--- config.mk ---
export PLATFORM = sky130hd
export DESIGN_NAME = sam_alarm_mapper
export DESIGN_NICKNAME = d
export VERILOG_FILES = /design/src/hdl/sam_pkg.sv /design/src/hdl/sam_alarm_mapper.sv /design/src/hdl/sam_ovr_hyst.sv
export SDC_FILE = /design/constraint.sdc
export NUM_CORES = 1
export LEC_CHECK = 0
export ABC_AREA = 1
export BUFFER_PORTS_ARGS = -buffer_cell sky130_fd_sc_hd__buf_2
export CORE_MARGIN = 2
export CORE_UTILIZATION = 58
export DETAILED_ROUTE_END_ITERATION = 10
export PLACE_DENSITY_LB_ADDON = 0.2
export SYNTH_ARGS = -nofsm -noshare
export SYNTH_HDL_FRONTEND = slang
export SYNTH_HIERARCHICAL = 1
export SYNTH_SLANG_ARGS = --single-unit
--- constraint.sdc ---
create_clock -name mclk_i -period 4.1 [get_ports mclk_i]
set_input_delay 0.615 -clock mclk_i [delete_from_list [all_inputs] [get_ports mclk_i]]
set_output_delay 0.615 -clock mclk_i [all_outputs]
set_load 0.05 [all_outputs]
--- src/hdl/sam_pkg.sv ---
// Constants, register map and carrier types of the status alarm output mapper.
package sam_pkg;

	// Structure sizes.
	localparam int SAM_LINES  = 8;
	localparam int SAM_CHANS  = 3;
	localparam int SAM_FAULTS = 8;
	localparam int SAM_RD_W   = 16;
	localparam int SAM_ADDR_W = 6;
	localparam int SAM_DATA_W = 32;
	localparam int SAM_BE_W   = 4;
	localparam int SAM_BYTE_W = 8;
	localparam int SAM_SYNC_N = 3;

	// Register byte offsets; line n configuration sits at SAM_OFF_CFG0 + 4n.
	localparam logic [SAM_ADDR_W-1:0] SAM_OFF_CFG0   = 6'h00;
	localparam logic [SAM_ADDR_W-1:0] SAM_OFF_LINES  = 6'h20;
	localparam logic [SAM_ADDR_W-1:0] SAM_OFF_CONDS  = 6'h24;
	localparam logic [SAM_ADDR_W-1:0] SAM_OFF_RANGE0 = 6'h28;
	localparam logic [SAM_ADDR_W-1:0] SAM_OFF_RANGE1 = 6'h2C;
	localparam logic [SAM_ADDR_W-1:0] SAM_OFF_RANGE2 = 6'h30;
	localparam logic [SAM_ADDR_W-1:0] SAM_OFF_OVREN  = 6'h34;

	// Word index fields inside the byte address.
	localparam int SAM_WORD_LSB = 2;
	localparam int SAM_CFG_SEG  = 5;

	// Field positions.
	localparam int SAM_CFG_SEL_LSB     = 0;
	localparam int SAM_CFG_POL_BIT     = 8;
	localparam int SAM_LINES_LVL_LSB   = 0;
	localparam int SAM_LINES_ASSRT_LSB = 8;

	// Reset values.
	localparam logic                SAM_POL_RESET   = 1'b1;
	localparam logic [SAM_RD_W-1:0] SAM_RANGE_RESET = 16'hFFFF;
	localparam logic [SAM_CHANS-1:0] SAM_OVREN_RESET = 3'h7;

	// Over-range hysteresis thresholds in percent of the standard range.
	localparam int SAM_PCT_FULL    = 100;
	localparam int SAM_OVR_SET_PCT = 90;
	localparam int SAM_OVR_CLR_PCT = 80;

	// Selectable alarm conditions, in selector code order.
	typedef enum logic [4:0] {
		COND_DISABLED,
		COND_PWR_SUPPLY,
		COND_REF_VOLT,
		COND_CONVERTER,
		COND_LAMP,
		COND_FLOW,
		COND_FLOW_HEAT,
		COND_LAMP_HEAT,
		COND_CHASSIS_TEMP,
		COND_USB_OFF,
		COND_BACKGROUND,
		COND_SPAN,
		COND_ZERO,
		COND_SYS_FAULT,
		COND_MAINT,
		COND_OVR0,
		COND_OVR1,
		COND_OVR2
	} sam_cond_e;

	// Per-line configuration.
	typedef struct packed {
		logic      active_high;
		sam_cond_e sel;
	} sam_line_cfg_s;

	// Instrument condition inputs, fault bits in condition order 1..8.
	typedef struct packed {
		logic                  maint;
		logic                  sys_fault;
		logic                  zero;
		logic                  span;
		logic                  background;
		logic                  usb_present;
		logic [SAM_FAULTS-1:0] fault;
	} sam_cond_in_s;

	localparam int SAM_COND_W = $bits(sam_cond_in_s);

endpackage : sam_pkg

--- src/hdl/sam_alarm_mapper.sv ---
// Status alarm output mapper: eight configurable alarm lines, Avalon slave.
//
// Added by the designer: the Avalon-MM interface to the registers and the placing of the registers.
`timescale 1ns/1ns
`default_nettype none

module sam_alarm_mapper
	import sam_pkg::*;
(
	input  wire logic                           mclk_i,
	input  wire logic                           arst_n_i,
	input  wire logic [SAM_ADDR_W-1:0]          avs_address_i,
	input  wire logic                           avs_read_i,
	input  wire logic                           avs_write_i,
	input  wire logic [SAM_BE_W-1:0]            avs_byteenable_i,
	input  wire logic [SAM_DATA_W-1:0]          avs_writedata_i,
	output logic [SAM_DATA_W-1:0]               avs_readdata_o,
	output logic                                avs_waitrequest_o,
	input  wire sam_cond_in_s                   cond_i,
	input  wire logic [SAM_CHANS-1:0][SAM_RD_W-1:0] reading_i,
	output logic [SAM_LINES-1:0]                alarm_line_o
);

	// Bus slave state.
	logic                  ack_d;
	logic                  ack_q;
	logic                  wait_d;
	logic                  wait_q;
	logic [SAM_DATA_W-1:0] rdata_d;
	logic [SAM_DATA_W-1:0] rdata_q;

	// Configuration registers.
	sam_line_cfg_s [SAM_LINES-1:0]              cfg_d;
	sam_line_cfg_s [SAM_LINES-1:0]              cfg_q;
	logic          [SAM_CHANS-1:0][SAM_RD_W-1:0] range_d;
	logic          [SAM_CHANS-1:0][SAM_RD_W-1:0] range_q;
	logic          [SAM_CHANS-1:0]              ovren_d;
	logic          [SAM_CHANS-1:0]              ovren_q;

	// Condition synchroniser stages and the accepted value.
	logic [SAM_COND_W-1:0] sync1_q;
	logic [SAM_COND_W-1:0] sync2_q;
	logic [SAM_COND_W-1:0] sync3_q;
	logic [SAM_COND_W-1:0] stable_d;
	logic [SAM_COND_W-1:0] stable_q;
	sam_cond_in_s          cond_s;

	// Derived conditions and line state.
	logic [SAM_CHANS-1:0]  ovr_act;
	logic                  sys_fault_any;
	logic [SAM_LINES-1:0]  asserted;
	logic [SAM_LINES-1:0]  line_d;
	logic [SAM_LINES-1:0]  line_q;
	logic [SAM_LINES-1:0]  assrt_q;
	logic [SAM_DATA_W-1:0] cond_vec;

	// Bus decode helpers.
	logic                  wr_fire;
	logic [SAM_DATA_W-1:0] wmask;
	logic [SAM_DATA_W-1:0] old_word;
	logic [SAM_DATA_W-1:0] new_word;
	logic [SAM_ADDR_W-1:0] word_addr;
	logic                  is_cfg;
	logic [2:0]            cfg_idx;

	// Waitrequest handshake: every access is answered one cycle after it
	// is seen, and the write lands on the edge that samples waitrequest low.
	always_comb
	begin
		ack_d   = (avs_read_i || avs_write_i) && !ack_q;
		wait_d  = !ack_d;
		wr_fire = avs_write_i && ack_q;
	end

	// Waitrequest has its own flop so the pin carries no gate after it.
	always_ff @(posedge mclk_i or negedge arst_n_i)
	begin
		if (!arst_n_i)
		begin
			ack_q  <= 1'b0;
			wait_q <= 1'b1;
		end
		else
		begin
			ack_q  <= ack_d;
			wait_q <= wait_d;
		end
	end

	// Address decode; the two low address bits never select a register.
	always_comb
	begin
		word_addr = {avs_address_i[SAM_ADDR_W-1:SAM_WORD_LSB],
			{SAM_WORD_LSB{1'b0}}};
		is_cfg    = !avs_address_i[SAM_CFG_SEG];
		cfg_idx   = avs_address_i[SAM_CFG_SEG-1:SAM_WORD_LSB];
	end

	// Byte lane mask built from the byte enables.
	always_comb
	begin
		for (int b = 0; b < SAM_BE_W; b++)
			wmask[b*SAM_BYTE_W +: SAM_BYTE_W] =
				{SAM_BYTE_W{avs_byteenable_i[b]}};
	end

	// Condition vector as seen by software, in selector code order.
	always_comb
	begin
		cond_vec = '0;
		cond_vec[COND_PWR_SUPPLY +: SAM_FAULTS] = cond_s.fault;
		cond_vec[COND_USB_OFF]      = !cond_s.usb_present;
		cond_vec[COND_BACKGROUND]   = cond_s.background;
		cond_vec[COND_SPAN]         = cond_s.span;
		cond_vec[COND_ZERO]         = cond_s.zero;
		cond_vec[COND_SYS_FAULT]    = sys_fault_any;
		cond_vec[COND_MAINT]        = cond_s.maint;
		cond_vec[COND_OVR0 +: SAM_CHANS] = ovr_act;
	end

	// Current contents of the addressed word, zero where nothing is mapped.
	always_comb
	begin
		old_word = '0;
		if (is_cfg)
		begin
			old_word[SAM_CFG_SEL_LSB +: $bits(sam_cond_e)] =
				cfg_q[cfg_idx].sel;
			old_word[SAM_CFG_POL_BIT] = cfg_q[cfg_idx].active_high;
		end
		else
		begin
			case (word_addr)
				SAM_OFF_LINES:
				begin
					old_word[SAM_LINES_LVL_LSB +: SAM_LINES]   = line_q;
					old_word[SAM_LINES_ASSRT_LSB +: SAM_LINES] = assrt_q;
				end
				SAM_OFF_CONDS:  old_word = cond_vec;
				SAM_OFF_RANGE0: old_word[SAM_RD_W-1:0] = range_q[0];
				SAM_OFF_RANGE1: old_word[SAM_RD_W-1:0] = range_q[1];
				SAM_OFF_RANGE2: old_word[SAM_RD_W-1:0] = range_q[2];
				SAM_OFF_OVREN:  old_word[SAM_CHANS-1:0] = ovren_q;
				default:        old_word = '0;
			endcase
		end
		new_word = (old_word & ~wmask) | (avs_writedata_i & wmask);
	end

	// Read data is captured with the answer and held until the next one.
	always_comb
	begin
		rdata_d = rdata_q;
		if (ack_d && avs_read_i)
			rdata_d = old_word;
	end

	always_ff @(posedge mclk_i or negedge arst_n_i)
	begin
		if (!arst_n_i)
			rdata_q <= '0;
		else
			rdata_q <= rdata_d;
	end

	// Register writes; status words and unmapped offsets ignore writes.
	always_comb
	begin
		cfg_d   = cfg_q;
		range_d = range_q;
		ovren_d = ovren_q;
		if (wr_fire)
		begin
			if (is_cfg)
			begin
				cfg_d[cfg_idx].sel = sam_cond_e'(
					new_word[SAM_CFG_SEL_LSB +: $bits(sam_cond_e)]);
				cfg_d[cfg_idx].active_high =
					new_word[SAM_CFG_POL_BIT];
			end
			else
			begin
				case (word_addr)
					SAM_OFF_RANGE0: range_d[0] = new_word[SAM_RD_W-1:0];
					SAM_OFF_RANGE1: range_d[1] = new_word[SAM_RD_W-1:0];
					SAM_OFF_RANGE2: range_d[2] = new_word[SAM_RD_W-1:0];
					SAM_OFF_OVREN:  ovren_d = new_word[SAM_CHANS-1:0];
					default:        ovren_d = ovren_q;
				endcase
			end
		end
	end

	always_ff @(posedge mclk_i or negedge arst_n_i)
	begin
		if (!arst_n_i)
		begin
			for (int i = 0; i < SAM_LINES; i++)
			begin
				cfg_q[i].sel         <= COND_DISABLED;
				cfg_q[i].active_high <= SAM_POL_RESET;
			end
			range_q <= {SAM_CHANS{SAM_RANGE_RESET}};
			ovren_q <= SAM_OVREN_RESET;
		end
		else
		begin
			cfg_q   <= cfg_d;
			range_q <= range_d;
			ovren_q <= ovren_d;
		end
	end

	// Pin conditions cross into the clock domain through three stages; a
	// change is accepted only once stages two and three agree, which
	// rejects a level caught mid-transition.
	always_comb
	begin
		stable_d = stable_q;
		if (sync2_q == sync3_q)
			stable_d = sync3_q;
	end

	always_ff @(posedge mclk_i or negedge arst_n_i)
	begin
		if (!arst_n_i)
		begin
			sync1_q  <= '0;
			sync2_q  <= '0;
			sync3_q  <= '0;
			stable_q <= '0;
		end
		else
		begin
			sync1_q  <= cond_i;
			sync2_q  <= sync1_q;
			sync3_q  <= sync2_q;
			stable_q <= stable_d;
		end
	end

	assign cond_s = sam_cond_in_s'(stable_q);

	// One hysteresis detector per analog output channel.
	for (genvar c = 0; c < SAM_CHANS; c++)
	begin : g_ovr
		sam_ovr_hyst #(
			.W(SAM_RD_W)
		) u_ovr (
			.mclk_i    (mclk_i),
			.arst_n_i  (arst_n_i),
			.enable_i  (ovren_q[c]),
			.reading_i (reading_i[c]),
			.range_i   (range_q[c]),
			.active_o  (ovr_act[c])
		);
	end

	// The combined fault follows the panel fault input or any single fault.
	assign sys_fault_any = cond_s.sys_fault || (|cond_s.fault);

	// Condition selection and polarity per line.
	always_comb
	begin
		for (int i = 0; i < SAM_LINES; i++)
		begin
			case (cfg_q[i].sel)
				COND_DISABLED:     asserted[i] = 1'b0;
				COND_PWR_SUPPLY,
				COND_REF_VOLT,
				COND_CONVERTER,
				COND_LAMP,
				COND_FLOW,
				COND_FLOW_HEAT,
				COND_LAMP_HEAT,
				COND_CHASSIS_TEMP: asserted[i] = cond_vec[cfg_q[i].sel];
				COND_USB_OFF:      asserted[i] = !cond_s.usb_present;
				COND_BACKGROUND:   asserted[i] = cond_s.background;
				COND_SPAN:         asserted[i] = cond_s.span;
				COND_ZERO:         asserted[i] = cond_s.zero;
				COND_MAINT:        asserted[i] = cond_s.maint;
				COND_SYS_FAULT:    asserted[i] = sys_fault_any;
				COND_OVR0:         asserted[i] = ovr_act[0];
				COND_OVR1:         asserted[i] = ovr_act[1];
				COND_OVR2:         asserted[i] = ovr_act[2];
				default:           asserted[i] = 1'b0;
			endcase
			line_d[i] = cfg_q[i].active_high ? asserted[i]
				: !asserted[i];
		end
	end

	// Line outputs are registered; reset holds every line low.
	always_ff @(posedge mclk_i or negedge arst_n_i)
	begin
		if (!arst_n_i)
		begin
			line_q  <= '0;
			assrt_q <= '0;
		end
		else
		begin
			line_q  <= line_d;
			assrt_q <= asserted;
		end
	end

	// Outputs straight from flip-flops.
	assign alarm_line_o      = line_q;
	assign avs_readdata_o    = rdata_q;
	assign avs_waitrequest_o = wait_q;

endmodule : sam_alarm_mapper

`default_nettype wire

--- src/hdl/sam_ovr_hyst.sv ---
// Over-range detector with hysteresis for one analog output channel.
`timescale 1ns/1ns
`default_nettype none

module sam_ovr_hyst
	import sam_pkg::*;
#(
	parameter int W = SAM_RD_W
)(
	input  wire logic         mclk_i,
	input  wire logic         arst_n_i,
	input  wire logic         enable_i,
	input  wire logic [W-1:0] reading_i,
	input  wire logic [W-1:0] range_i,
	output logic              active_o
);

	// Seven extra bits hold a product with one hundred.
	localparam int PW = W + 7;

	logic [PW-1:0] rd_scaled;
	logic [PW-1:0] set_lvl;
	logic [PW-1:0] clr_lvl;
	logic          active_d;
	logic          active_q;

	// Compare in percent without a divider: reading*100 against range*pct.
	always_comb
	begin
		rd_scaled = PW'(reading_i) * PW'(SAM_PCT_FULL);
		set_lvl   = PW'(range_i) * PW'(SAM_OVR_SET_PCT);
		clr_lvl   = PW'(range_i) * PW'(SAM_OVR_CLR_PCT);
		active_d  = active_q;
		if (!enable_i)
			active_d = 1'b0;
		else if (!active_q && rd_scaled >= set_lvl)
			active_d = 1'b1;
		else if (active_q && rd_scaled <= clr_lvl)
			active_d = 1'b0;
	end

	// State register.
	always_ff @(posedge mclk_i or negedge arst_n_i)
	begin
		if (!arst_n_i)
			active_q <= 1'b0;
		else
			active_q <= active_d;
	end

	assign active_o = active_q;

endmodule : sam_ovr_hyst

`default_nettype wire

# Yosys cells after proc, flatten, opt, wreduce, memory -nomap -nowiden
# Index checks and enable logic that the tools add are counted.
[classes] n_mul=9 n_lt_le_gt_ge=16 n_eq_ne=146 n_mux=56 bitwise_logic=5 n_reduce_logical=40
[ops] op="$eq A5 B4 Y1 const B" count=64
[ops] op="$eq A5 B3 Y1 const B" count=32
[ops] op="$bwmux W48" count=2
[ops] op="$eq A5 B2 Y1 const B" count=16
[ops] op="$eq A5 B5 Y1 const B" count=16
[ops] op="$pmux W1 S10" count=8
[ops] op="$reduce_or A8 Y1" count=9
[ops] op="$ge A23 B23 Y1" count=3
[ops] op="$le A23 B23 Y1" count=3
[ops] op="$mul A16 B6 Y22 const B" count=3
[ops] op="$pmux W13 S5" count=1
[ops] op="$mul A16 B5 Y21 const B" count=3
[ops] op="$mul A16 B3 Y19 const B" count=3
[ops] op="$lt A5 B6 Y1 const B" count=8
[ops] op="$bmux W1 S5" count=8
[ops] op="$eq A5 B1 Y1 const B" count=8
[ops] op="$demux W6 S3" count=2
[ops] op="$and A16 B16 Y16" count=2
[ops] op="$mux W1" count=26
[ops] op="$eq A4 B4 Y1 const B" count=6
[ops] op="$bmux W6 S3" count=1
[ops] op="$pmux W3 S6" count=1
[ops] op="$not A16 Y16" count=1
[ops] op="$or A16 B16 Y16" count=1
[ops] op="other kinds (15)" count=45
[word_totals] regBits=194 input_bits=108 output_inout_bits=41 wordCells=304

# Longest topological paths before layout
# Gate-level depths: netlist (run 1).
[logic_depth] depth_word=8 ltp_mapped=27 ltp_nobuf=27

# Hierarchy
# Netlist (run 1), hierarchy kept.
[by_module_without_submodules] module="sam_alarm_mapper" n_inst=1 cells_each=1489 area_each_um2=10406.2
[by_module_without_submodules] module="sam_ovr_hyst at g_ovr[0].u_ovr" n_inst=1 cells_each=748 area_each_um2=5271.3
[by_module_without_submodules] module="sam_ovr_hyst at g_ovr[1].u_ovr" n_inst=1 cells_each=742 area_each_um2=5240.0
[by_module_without_submodules] module="sam_ovr_hyst at g_ovr[2].u_ovr" n_inst=1 cells_each=730 area_each_um2=5240.0

# Worst setup path before layout (run 1)
# No wires, ideal clock.
[synth_timing] path_type="register to register" startpoint="register range_q[33] (netlist name)" endpoint="register g_ovr[2].u_ovr.active_q" setup_ns=0.077 t_arrival_ns=3.848 t_required_ns=4.023 slack_ns=0.174 stages_incl_launch_ff=24 cell_sequence="dfstp_2 ha_1 xnor2_1 inv_1 ha_1 or2_2 fa_1 ha_1 a21oi_1 o21ai_0 nand2_1 nand3b_4 nand2_1 nand2_1 nand2_1 nand2_1 ha_1 nand2_1 nor2_1 a21boi_0 nor2_1 nand3_1 nand2_1 a21oi_1"
[synth_between] elab_chain_cells=5 word_cells_on_any_way=9 classes_between="2 x mul; 2 x order compare; 1 x eq/ne; 2 x mux; 2 x reduce/logical"
[synth_lines] item="from (decl)" line="sam_alarm_mapper.sv:36" rtl="logic [SAM_CHANS-1:0][SAM_RD_W-1:0] range_q;"
[synth_lines] item="from (signal assigned)" line="sam_alarm_mapper.sv:203" rtl="range_q <= {SAM_CHANS{SAM_RANGE_RESET}};"
[synth_lines] item="from (signal assigned)" line="sam_alarm_mapper.sv:209" rtl="range_q <= range_d;"
[synth_lines] item="$mul A16 B6 Y22" line="sam_ovr_hyst.sv:31" rtl="set_lvl = PW'(range_i) * PW'(SAM_OVR_SET_PCT);"
[synth_lines] item="$ge A23 B23 Y1" line="sam_ovr_hyst.sv:36" rtl="else if (!active_q && rd_scaled >= set_lvl)"
[synth_lines] item="$logic_and A1 B1 Y1" line="sam_ovr_hyst.sv:36"
[synth_lines] item="$mux W1" line="sam_ovr_hyst.sv:36"
[synth_lines] item="$mux W1" line="sam_ovr_hyst.sv:34" rtl="if (!enable_i)"
[synth_lines] item="to (signal assigned)" line="sam_ovr_hyst.sv:48" rtl="active_q <= active_d;"
[synth_lines] item="to (decl)" line="sam_ovr_hyst.sv:25" rtl="logic active_q;"
# Several ways; a longest one is shown, not always the timed one.
# A chain may end at the register's enable or synchronous reset.

# Worst setup path after layout (run 1)
[layout_timing] startpoint="register range_q[8] (netlist name)" endpoint="register g_ovr[0].u_ovr.active_q"
[layout_between] elab_chain_cells=5 word_cells_on_any_way=9 classes_between="2 x mul; 2 x order compare; 1 x eq/ne; 2 x mux; 2 x reduce/logical"
[layout_lines] item="$mul A16 B6 Y22" line="sam_ovr_hyst.sv:31"
[layout_lines] item="$ge A23 B23 Y1" line="sam_ovr_hyst.sv:36"
[layout_lines] item="$logic_and A1 B1 Y1" line="sam_ovr_hyst.sv:36"
[layout_lines] item="$mux W1" line="sam_ovr_hyst.sv:36"
[layout_lines] item="$mux W1" line="sam_ovr_hyst.sv:34"
[layout_lines] item="to (signal assigned)" line="sam_ovr_hyst.sv:48"
[layout_lines] item="to (decl)" line="sam_ovr_hyst.sv:25"
# Several ways; a longest one is shown, not always the timed one.

==> results, run 1 <==
- The gate count of the mapped netlist is 3709.
- The standard cell area after detailed placement is 0.0292 mm2.
- The cell taking the most area after synthesis is sky130_fd_sc_hd__ha_1.
- The number of global-route vias before repair was 24000.
- Setup slack on the critical path of the routed design comes to -0.0140 ns.
- The worst setup path is launched from a flop.
- The final design utilization is 70.7%.
- The relative max-transition margin is 43.4%.
- The worst vdd rail ir drop is 0.000565 V.
- The first detailed-routing pass ran for 6 iterations.
- The max-slew violation count is 0.
- In this run the tool buffered the top-level ports with 114 buffer cells.
- The number of buffer and inverter stages on the critical path is 4.
- The detailed router finished its first iteration with 2217 violations.
- Setup repair after global routing could not meet its margin everywhere.
- The number of H-tree branching levels is 4.
- Along the worst path, the maximum fanout reaches 4.
- Sorting the synthesized cells by area gives the leading types as sky130_fd_sc_hd__ha_1 (21%), sky130_fd_sc_hd__nand2_1 (14%), sky130_fd_sc_hd__dfrtp_1 (13%), sky130_fd_sc_hd__inv_1 (8.9%), sky130_fd_sc_hd__fa_1 (8.7%).
- Summing every instance area after synthesis gives 0.0262 mm2.
- The share of the Yosys chip area taken by registers is 18.8%.
- The highest cell delay on the worst timing path is 0.64 ns.
- In this run the clock root is driven by a sky130_fd_sc_hd__clkbuf_16.
- The share of the synthesized area in the top cell type is 21.1%.
- The power per standard cell area is 872 mW/mm2.
- The transition at the pin with the smallest max-transition slack is 0.846 ns.
- A synthesized cell averages 7.05 um2.
- The flow ran to the end, but the final reports show violations.
- The worst clock skew is 0.0162 ns.
- The upper clock frequency limit is 0.243 GHz.
- The static leakage power is 17.2 nW.
- The floorplan die area is 0.0468 mm2.
- The most used flip-flop cell after synthesis is sky130_fd_sc_hd__dfrtp_1.
- Clock tree synthesis inserted a total of 17 buffers.
- The final route contains 25300 vias.
- The remaining number of nets flagged by the antenna check after routing is 0.
- The most used cell along the critical path is sky130_fd_sc_hd__nor2_1.
- The floorplan has 77 rows.
- The core region is 0.0444 mm2.
- The synthesized flop and latch total is 194.
- The number of sinks handled by clock tree synthesis is 194.
- For the worst setup path, the data required time is 4.46 ns.
- The routed design has 75000 um of wire.
- The floorplan step set the die width to 216 um.
- The routability congestion estimate from global placement is 1.01.
- In the synthesized netlist the async set-or-reset flop fraction comes to 100%.
- The number of enable flip-flop cells after synthesis is 0.
- The clock latency at the later pin of the worst-skew pair is 0.46 ns.
- The combined global-route utilization of all metal layers is 31.5%.
- Clock-pin slew was measured on the worst setup and hold paths at 0.09 ns.
- The remaining routing DRC violations is 0.
- The final reports fail on setup timing.
- The number of ports placed on the die boundary is 149.
- The detail-routed via count per cell is 5.42.
- The number of hold violations in the final report was 0.
- Yosys printed 6 warnings.
- Entering global routing, the biggest net connects 89 pins.
- The critical path in this run is classified as reg2reg.
- After global routing the overflow that remains totals 0.
- The first global-routing pass estimated 119000 um of wire.
- The tool flagged a number of max-cap violations equal to 0.
- Among all stages on the critical path, the largest delay is contributed by sky130_fd_sc_hd__dfstp_2.
- The share of layout cells above drive strength 1 is 20.1%.
- The initial core utilization is 58.9%.
- The die outline height is 216 um.
- TritonCTS built the clock tree.
- Synthesis instantiated 50 different standard cells from the library.
- The longest clock path from root to sink contains 2 buffers.
- The number of antenna violations at the first check in global routing is 1.
- The post-cts hold buffer count is 0.
- Dividing the detail-routed wire length by the instance count gives 16.1 um.
- In this design, the largest share of critical-path delay is due to adder cells.
- The worst path uses 100% of the clock period.
- In this run the worst hold path is classified as in2async.
- Detailed placement ended at an HPWL of 58800 um.
- Data arrives at the worst endpoint at 4.47 ns.
- The critical path goes through ha_4 -> inv_4 -> buf_6 -> fa_1 -> inv_2 -> fa_1 -> ha_4 -> a21oi_4 -> nor2_2 -> nor2_2 -> nor2_1 -> nor2_1 -> nand2_1 -> xnor2_2 -> ha_1 -> nand2_2 -> inv_1 -> nand2_1 -> a21boi_1 -> nor2_1 -> nand3_2 -> nand2_2 -> a21oi_2.
- Setup violations remaining at the end of the flow were counted as 2.
- The worst path in the final design needs a cycle of 4.11 ns, including I/O delays and setup.
- The area growth from synthesis to layout is 20.1%.
- The cell area after layout is 0.0314 mm2.
- The number of nets in the final layout is 4730.
- The kind of end point of the critical path is a flop.
## path summary, 6_finish.rpt
kind                             start                      end  slack (ns)  depth (start not counted)
max                         range_q[8]  g_ovr[0].u_ovr/active_o       -0.01                         23
min                           arst_n_i        avs_readdata_o[7]        0.21                          1
max reg2reg                 range_q[8]  g_ovr[0].u_ovr/active_o       -0.01                         23
min reg2reg                sync1_q[10]              sync2_q[10]        0.35                          0
max in group asynchronous     arst_n_i               range_q[6]        3.02                          2
min in group mclk_i          cond_i[8]               sync1_q[8]        0.26                          1
## layer usage
layer / GRT usage [%] / up-vias / part of all wire, %
met4: 10.3 / 0 / 3.8
met3: 4.27 / 195 / 7.5
met2: 52.8 / 966 / 46
met5: 0 / - / 0
li1: - / 12500 / -
met1: 42.1 / 11600 / 42
## cells in the final DEF (no fill, tap or decap), drive strengths merged
master	n
nand2	1041
inv	645
ha	441
buf	401
nand3	285
nor2	280
a21oi	210
dfrtp	134
o21ai	125
fa	114
xor2	62
xnor2	61
dfstp	60
nand4	40
nor3	25
o21bai	24
or2	21
a21o	20
clkbuf	18
conb	14
a31oi	13
o22ai	10
o31ai	9
nand3b	8
a21boi	6
clkinv	4
nor4	4
a211oi	2
diode	1
o211ai	1
a22oi	1
and2	1
## logic make-up (layout without fill, tap and decap cells)
kind of cell    Yosys count  after routing  synth area share, %
fa+ha+maj               555            555                 29.8
simple gates           1705           1705                 27.6
compound gates          421            421                 9.09
other cells               1             15               0.0143
flops                   194            194                 18.8
buf+inv                 710           1068                 10.5
xor+xnor                123            123                 4.18
## Yosys cell counts (9+ instances only)
master,number
sky130_fd_sc_hd__nand2_2,38
sky130_fd_sc_hd__ha_1,441
sky130_fd_sc_hd__xnor2_1,61
sky130_fd_sc_hd__a31oi_1,13
sky130_fd_sc_hd__inv_1,623
sky130_fd_sc_hd__or2_2,21
sky130_fd_sc_hd__nand4_1,40
sky130_fd_sc_hd__xor2_1,60
sky130_fd_sc_hd__a21oi_2,10
sky130_fd_sc_hd__a21o_1,20
sky130_fd_sc_hd__nand2_1,1000
sky130_fd_sc_hd__dfrtp_1,134
sky130_fd_sc_hd__buf_2,20
sky130_fd_sc_hd__o21ai_0,101
sky130_fd_sc_hd__dfstp_2,60
sky130_fd_sc_hd__a21oi_1,200
sky130_fd_sc_hd__o21bai_1,24
sky130_fd_sc_hd__clkbuf_1,36
sky130_fd_sc_hd__nor3_1,21
sky130_fd_sc_hd__nand3_1,279
sky130_fd_sc_hd__fa_1,114
sky130_fd_sc_hd__inv_2,9
sky130_fd_sc_hd__o21ai_1,14
sky130_fd_sc_hd__buf_4,15
sky130_fd_sc_hd__nor2_1,275
sky130_fd_sc_hd__o21ai_2,10
sky130_fd_sc_hd__o22ai_1,10
## power by group
part           internal [W]  total, W  switching [W]
clock network      0.000871   0.00184       0.000967
logic                0.0101    0.0227         0.0126
registers           0.00232   0.00286       0.000535
## worst reg2reg max path, delay by kind of cell (launching register included)
family                   cells  cell delay [ns]
XOR/XNOR                     1             0.15
flip-flops                   1             0.64
adder cells (fa/ha/maj)      5             1.81
AO/OA/AOI/OAI                3             0.27
buffers and inverters        4             0.23
AND/OR/NAND/NOR             10             0.95
## final cells by class
| class | count | area, um2 |
|---|---|---|
| Multi-Input combinational cell | 2818 | 19900 |
| Clock inverter | 15 | 216 |
| Tap cell | 592 | 741 |
| Fill cell | 3731 | 13000 |
| Sequential cell | 194 | 4930 |
| Clock buffer | 17 | 425 |
| Timing Repair Buffer | 402 | 2770 |
| Inverter | 634 | 2390 |
| Antenna cell | 1 | 2.50 |
## registers in the layout (all words and copies together) (netlist names)
signal                count
avs_waitrequest_o         1
avs_readdata_o           18
sync3_q                  14
cond_s                   14
assrt_q                   8
ovren_q                   3
cfg_q                    48
sync1_q                  14
alarm_line_o              8
range_q                  48
sync2_q                  14
g_ovr.u_ovr/active_o      3
ack_q                     1
## through the flow
step / setup TNS (ns) / worst slack [ns] / power (W) / hold slack (ns) / std cells
finish: -0.0228 / -0.0140 / 0.0274 / 0.206 / 4673
global route: -0.535 / -0.190 / 0.0302 / 0.242 / 4672
CTS: 0 / 0.000297 / 0.0248 / 0.253 / 4664
detailed placement: -0.479 / -0.223 / 0.0215 / 0.337 / 4624
global placement: -0.274 / -0.120 / 0.0211 / 0.333 / 4624
floorplan: 0 / 0.174 / 0.0155 / 0.319 / 3722
## repair_timing
action,4_1_cts,5_1_grt
endpoints found under the setup margin,3,3
gates cloned,0,0
resized for setup,97,175
hold endpoints to repair,0,0
setup buffers,8,8
pin swaps,42,110
Note: power is estimated with default switching activity, not from simulation.
==> run 2, diff against run 1 <==
--- a/config.mk
+++ b/config.mk
@@ -11,6 +11,7 @@
 export CORE_UTILIZATION = 58
 export DETAILED_ROUTE_END_ITERATION = 10
 export PLACE_DENSITY_LB_ADDON = 0.2
+export SKIP_CTS_REPAIR_TIMING = 1
 export SYNTH_ARGS = -nofsm -noshare
 export SYNTH_HDL_FRONTEND = slang
 export SYNTH_HIERARCHICAL = 1
==> results, run 2 (same netlist as run 1, synthesis figures left out) <==
- The flow ran to the end, but the final reports show violations.
- The final reports fail on setup timing.
- The total half-perimeter wirelength after legalization and detailed placement is 58800 um.
- The path class of the tightest hold or removal check is in2async.
- Setup violations remaining at the end of the flow were counted as 1.
- The die is 216 um tall.
- Dividing the detail-routed wire length by the instance count gives 16.0 um.
- Global routing consumed, over all layers together, 31.0% of the routing resources.
- The wire length of the first global-routing pass is 117000 um.
- Timing would allow up to 0.244 GHz.
- After layout, the worst path uses 100% of the clock period.
- In this run the critical register-to-register path is launched from range_q[41].
- The final hold slack is 0.200 ns.
- The worst vdd rail ir drop is 0.000551 V.
- Cells fill 70.7% of the core in the end.
- The total of buffers placed on input and output ports is 114.
- The floorplan has 77 rows.
- The worst-path maximum fanout is 5.
- After detailed placement, the total cell area comes to 0.0292 mm2.
- The remaining number of nets flagged by the antenna check after routing is 0.
- The critical path goes through ha_4 -> inv_4 -> fa_1 -> fa_1 -> inv_1 -> ha_4 -> nand2_1 -> nand2_2 -> a31oi_2 -> nand2_2 -> a21oi_2 -> xor2_1 -> ha_1 -> nand2_1 -> inv_1 -> nand2_2 -> a21boi_4 -> nor2_4 -> nand3_2 -> nand2_1 -> a21oi_2.
- The first TritonRoute pass finished after 10 iterations.
- The total clock buffers created by CTS is 17.
- Between clock sinks in the finished design, the worst skew comes to 0.0171 ns.
- Including well taps, the total number of placed cells is 4624.
- Leaving out fill and tap cells, the most frequent cells in the layout are sky130_fd_sc_hd__nand2_1 (966), sky130_fd_sc_hd__inv_1 (601), sky130_fd_sc_hd__ha_1 (374).
- The worst-case register-to-register setup slack is -0.005 ns.
- In this run the critical register-to-register path is captured at g_ovr[2].u_ovr/active_o.
- The transition at the pin with the smallest max-transition slack is 0.848 ns.
- The number of global-route vias before repair was 23700.
- The slowest stage of the critical path is the sky130_fd_sc_hd__dfstp_2 cell.
- The largest net degree at the start of global routing is 89.
- Once the floorplan was initialized, standard cells occupied 58.9% of the core.
- The number of antenna violations at the first check in global routing is 1.
- The non-filler instance count after layout is 4672.
- The detail-routed via count per cell is 5.41.
- The cell area after layout is 0.0314 mm2.
- The library cell used as clock root buffer is sky130_fd_sc_hd__clkbuf_16.
- The signal arrival time at the worst endpoint is 4.45 ns.
- In this run the count of I/O pins placed on the die edge is 149.
- The launching instance or port of the critical path is range_q[41].
- Setup repair after global routing could not meet its margin everywhere.
- TritonCTS built the clock tree.
- The critical path startpoint category is a flop.
- The final critical path time including I/O delays and setup is 4.10 ns.
- The register clock-pin slew on the reported worst setup and hold paths is 0.08 ns.
- The number of maximum-capacitance constraint violations is 0.
- The clock drives 194 sinks.
- The remaining routing DRC violations is 0.
- The number of cells on the worst reg-to-reg path is 21.
- The max-slew violation count is 0.
- In the post-route analysis, the smallest setup slack over all paths is -0.00496 ns.
- The die is 216 um wide.
- The die covers 0.0468 mm2.
- After global routing the overflow that remains totals 0.
- The worst setup path is captured at a flop.
- For the worst-skew pair, the clock arrives at the later sink with an insertion delay of 0.46 ns.
- The number of buffer and inverter stages on the critical path is 3.
- The post-placement setup slack is -0.223 ns.
- The routability congestion estimate from global placement is 1.01.
- The path length in cells of the critical path is 21.
- The number of nets in the final layout is 4729.
- The area added between synthesis and finish is 20.1%.
- The detailed router finished its first iteration with 2108 violations.
- The clock passes through at most 2 buffers.
- The total detailed-routing wirelength is 74700 um.
- The path type of the worst setup path is reg2reg.
- The share of layout cells above drive strength 1 is 20.2%.
- The largest single stage delay on the critical path is 0.62 ns.
- Power spread over the standard cell area amounts to 870 mW/mm2.
- In this run the tightest slew margin relative to its limit is 43.3%.
- Broken down by cell family, the worst path's largest delay share belongs to adder cells.
- The overall via count from detail_route is 25300.
- The number of hold violations in the final report came to 0.
- The worst path required time is 4.44 ns.
- The H-tree was split into 4 levels.
- The area of the core is 0.0444 mm2.
- In this run the static leakage power is 17.1 nW.
- Leaving out fill and tap cells, the most frequent cell in the layout is sky130_fd_sc_hd__nand2_1.
[run 2: cell count changes in the layout (fill, tap and decap cells not counted), sizes merged]
| cell | previous run | this run |
|---|---|---|
| buf | 401 | 400 |
[run 2: worst max path at each step]
stage                     slack [ns]                       to
final                         -0.005  g_ovr[2].u_ovr/active_o
after global routing           -0.20  g_ovr[2].u_ovr/active_o
after CTS                      -0.24  g_ovr[0].u_ovr/active_o
after detailed placement       -0.22  g_ovr[0].u_ovr/active_o
after global placement         -0.12  g_ovr[0].u_ovr/active_o
after floorplan                 0.17  g_ovr[2].u_ovr/active_o
[run 2: power by group]
group | switching (W) | total (W) | internal [W]
sequential | 0.000534 | 0.00286 | 0.00232
clock | 0.000971 | 0.00184 | 0.000871
combinational | 0.0126 | 0.0226 | 0.0101
total | 0.0141 | 0.0273 | 0.0133
[run 2: worst reg2reg max path: cells and delay by family, from the launching register on]
family	cells	cell delay (ns)
simple gates	8	0.75
fa+ha+maj	5	1.79
flops	1	0.62
compound gates	4	0.45
buf+inv	3	0.20
xor+xnor	1	0.20
[run 2: layout make-up]
type                            instances  area [um2]
Antenna cell                            1        2.50
Clock buffer                           17         425
Clock inverter                         15         216
Fill cell                            3752       13000
Inverter                              634        2380
Multi-Input combinational cell       2818       20000
Sequential cell                       194        4930
Tap cell                              592         741
Timing Repair Buffer                  401        2760
[run 2: stage by stage]
step                      power (W)  setup TNS (ns)
after floorplan              0.0155               0
after global placement       0.0211          -0.274
after detailed placement     0.0215          -0.479
after CTS                    0.0234          -0.569
after global routing         0.0301          -0.516
final                        0.0273        -0.00496
[run 2: layer usage]
layer	part of all wire (%)	global-route usage (%)	up-vias
met4	3.5	10.1	0
met3	7.7	4.21	178
li1	-	-	12500
met5	0	0	-
met1	42	41.7	11600
met2	46	51.4	969
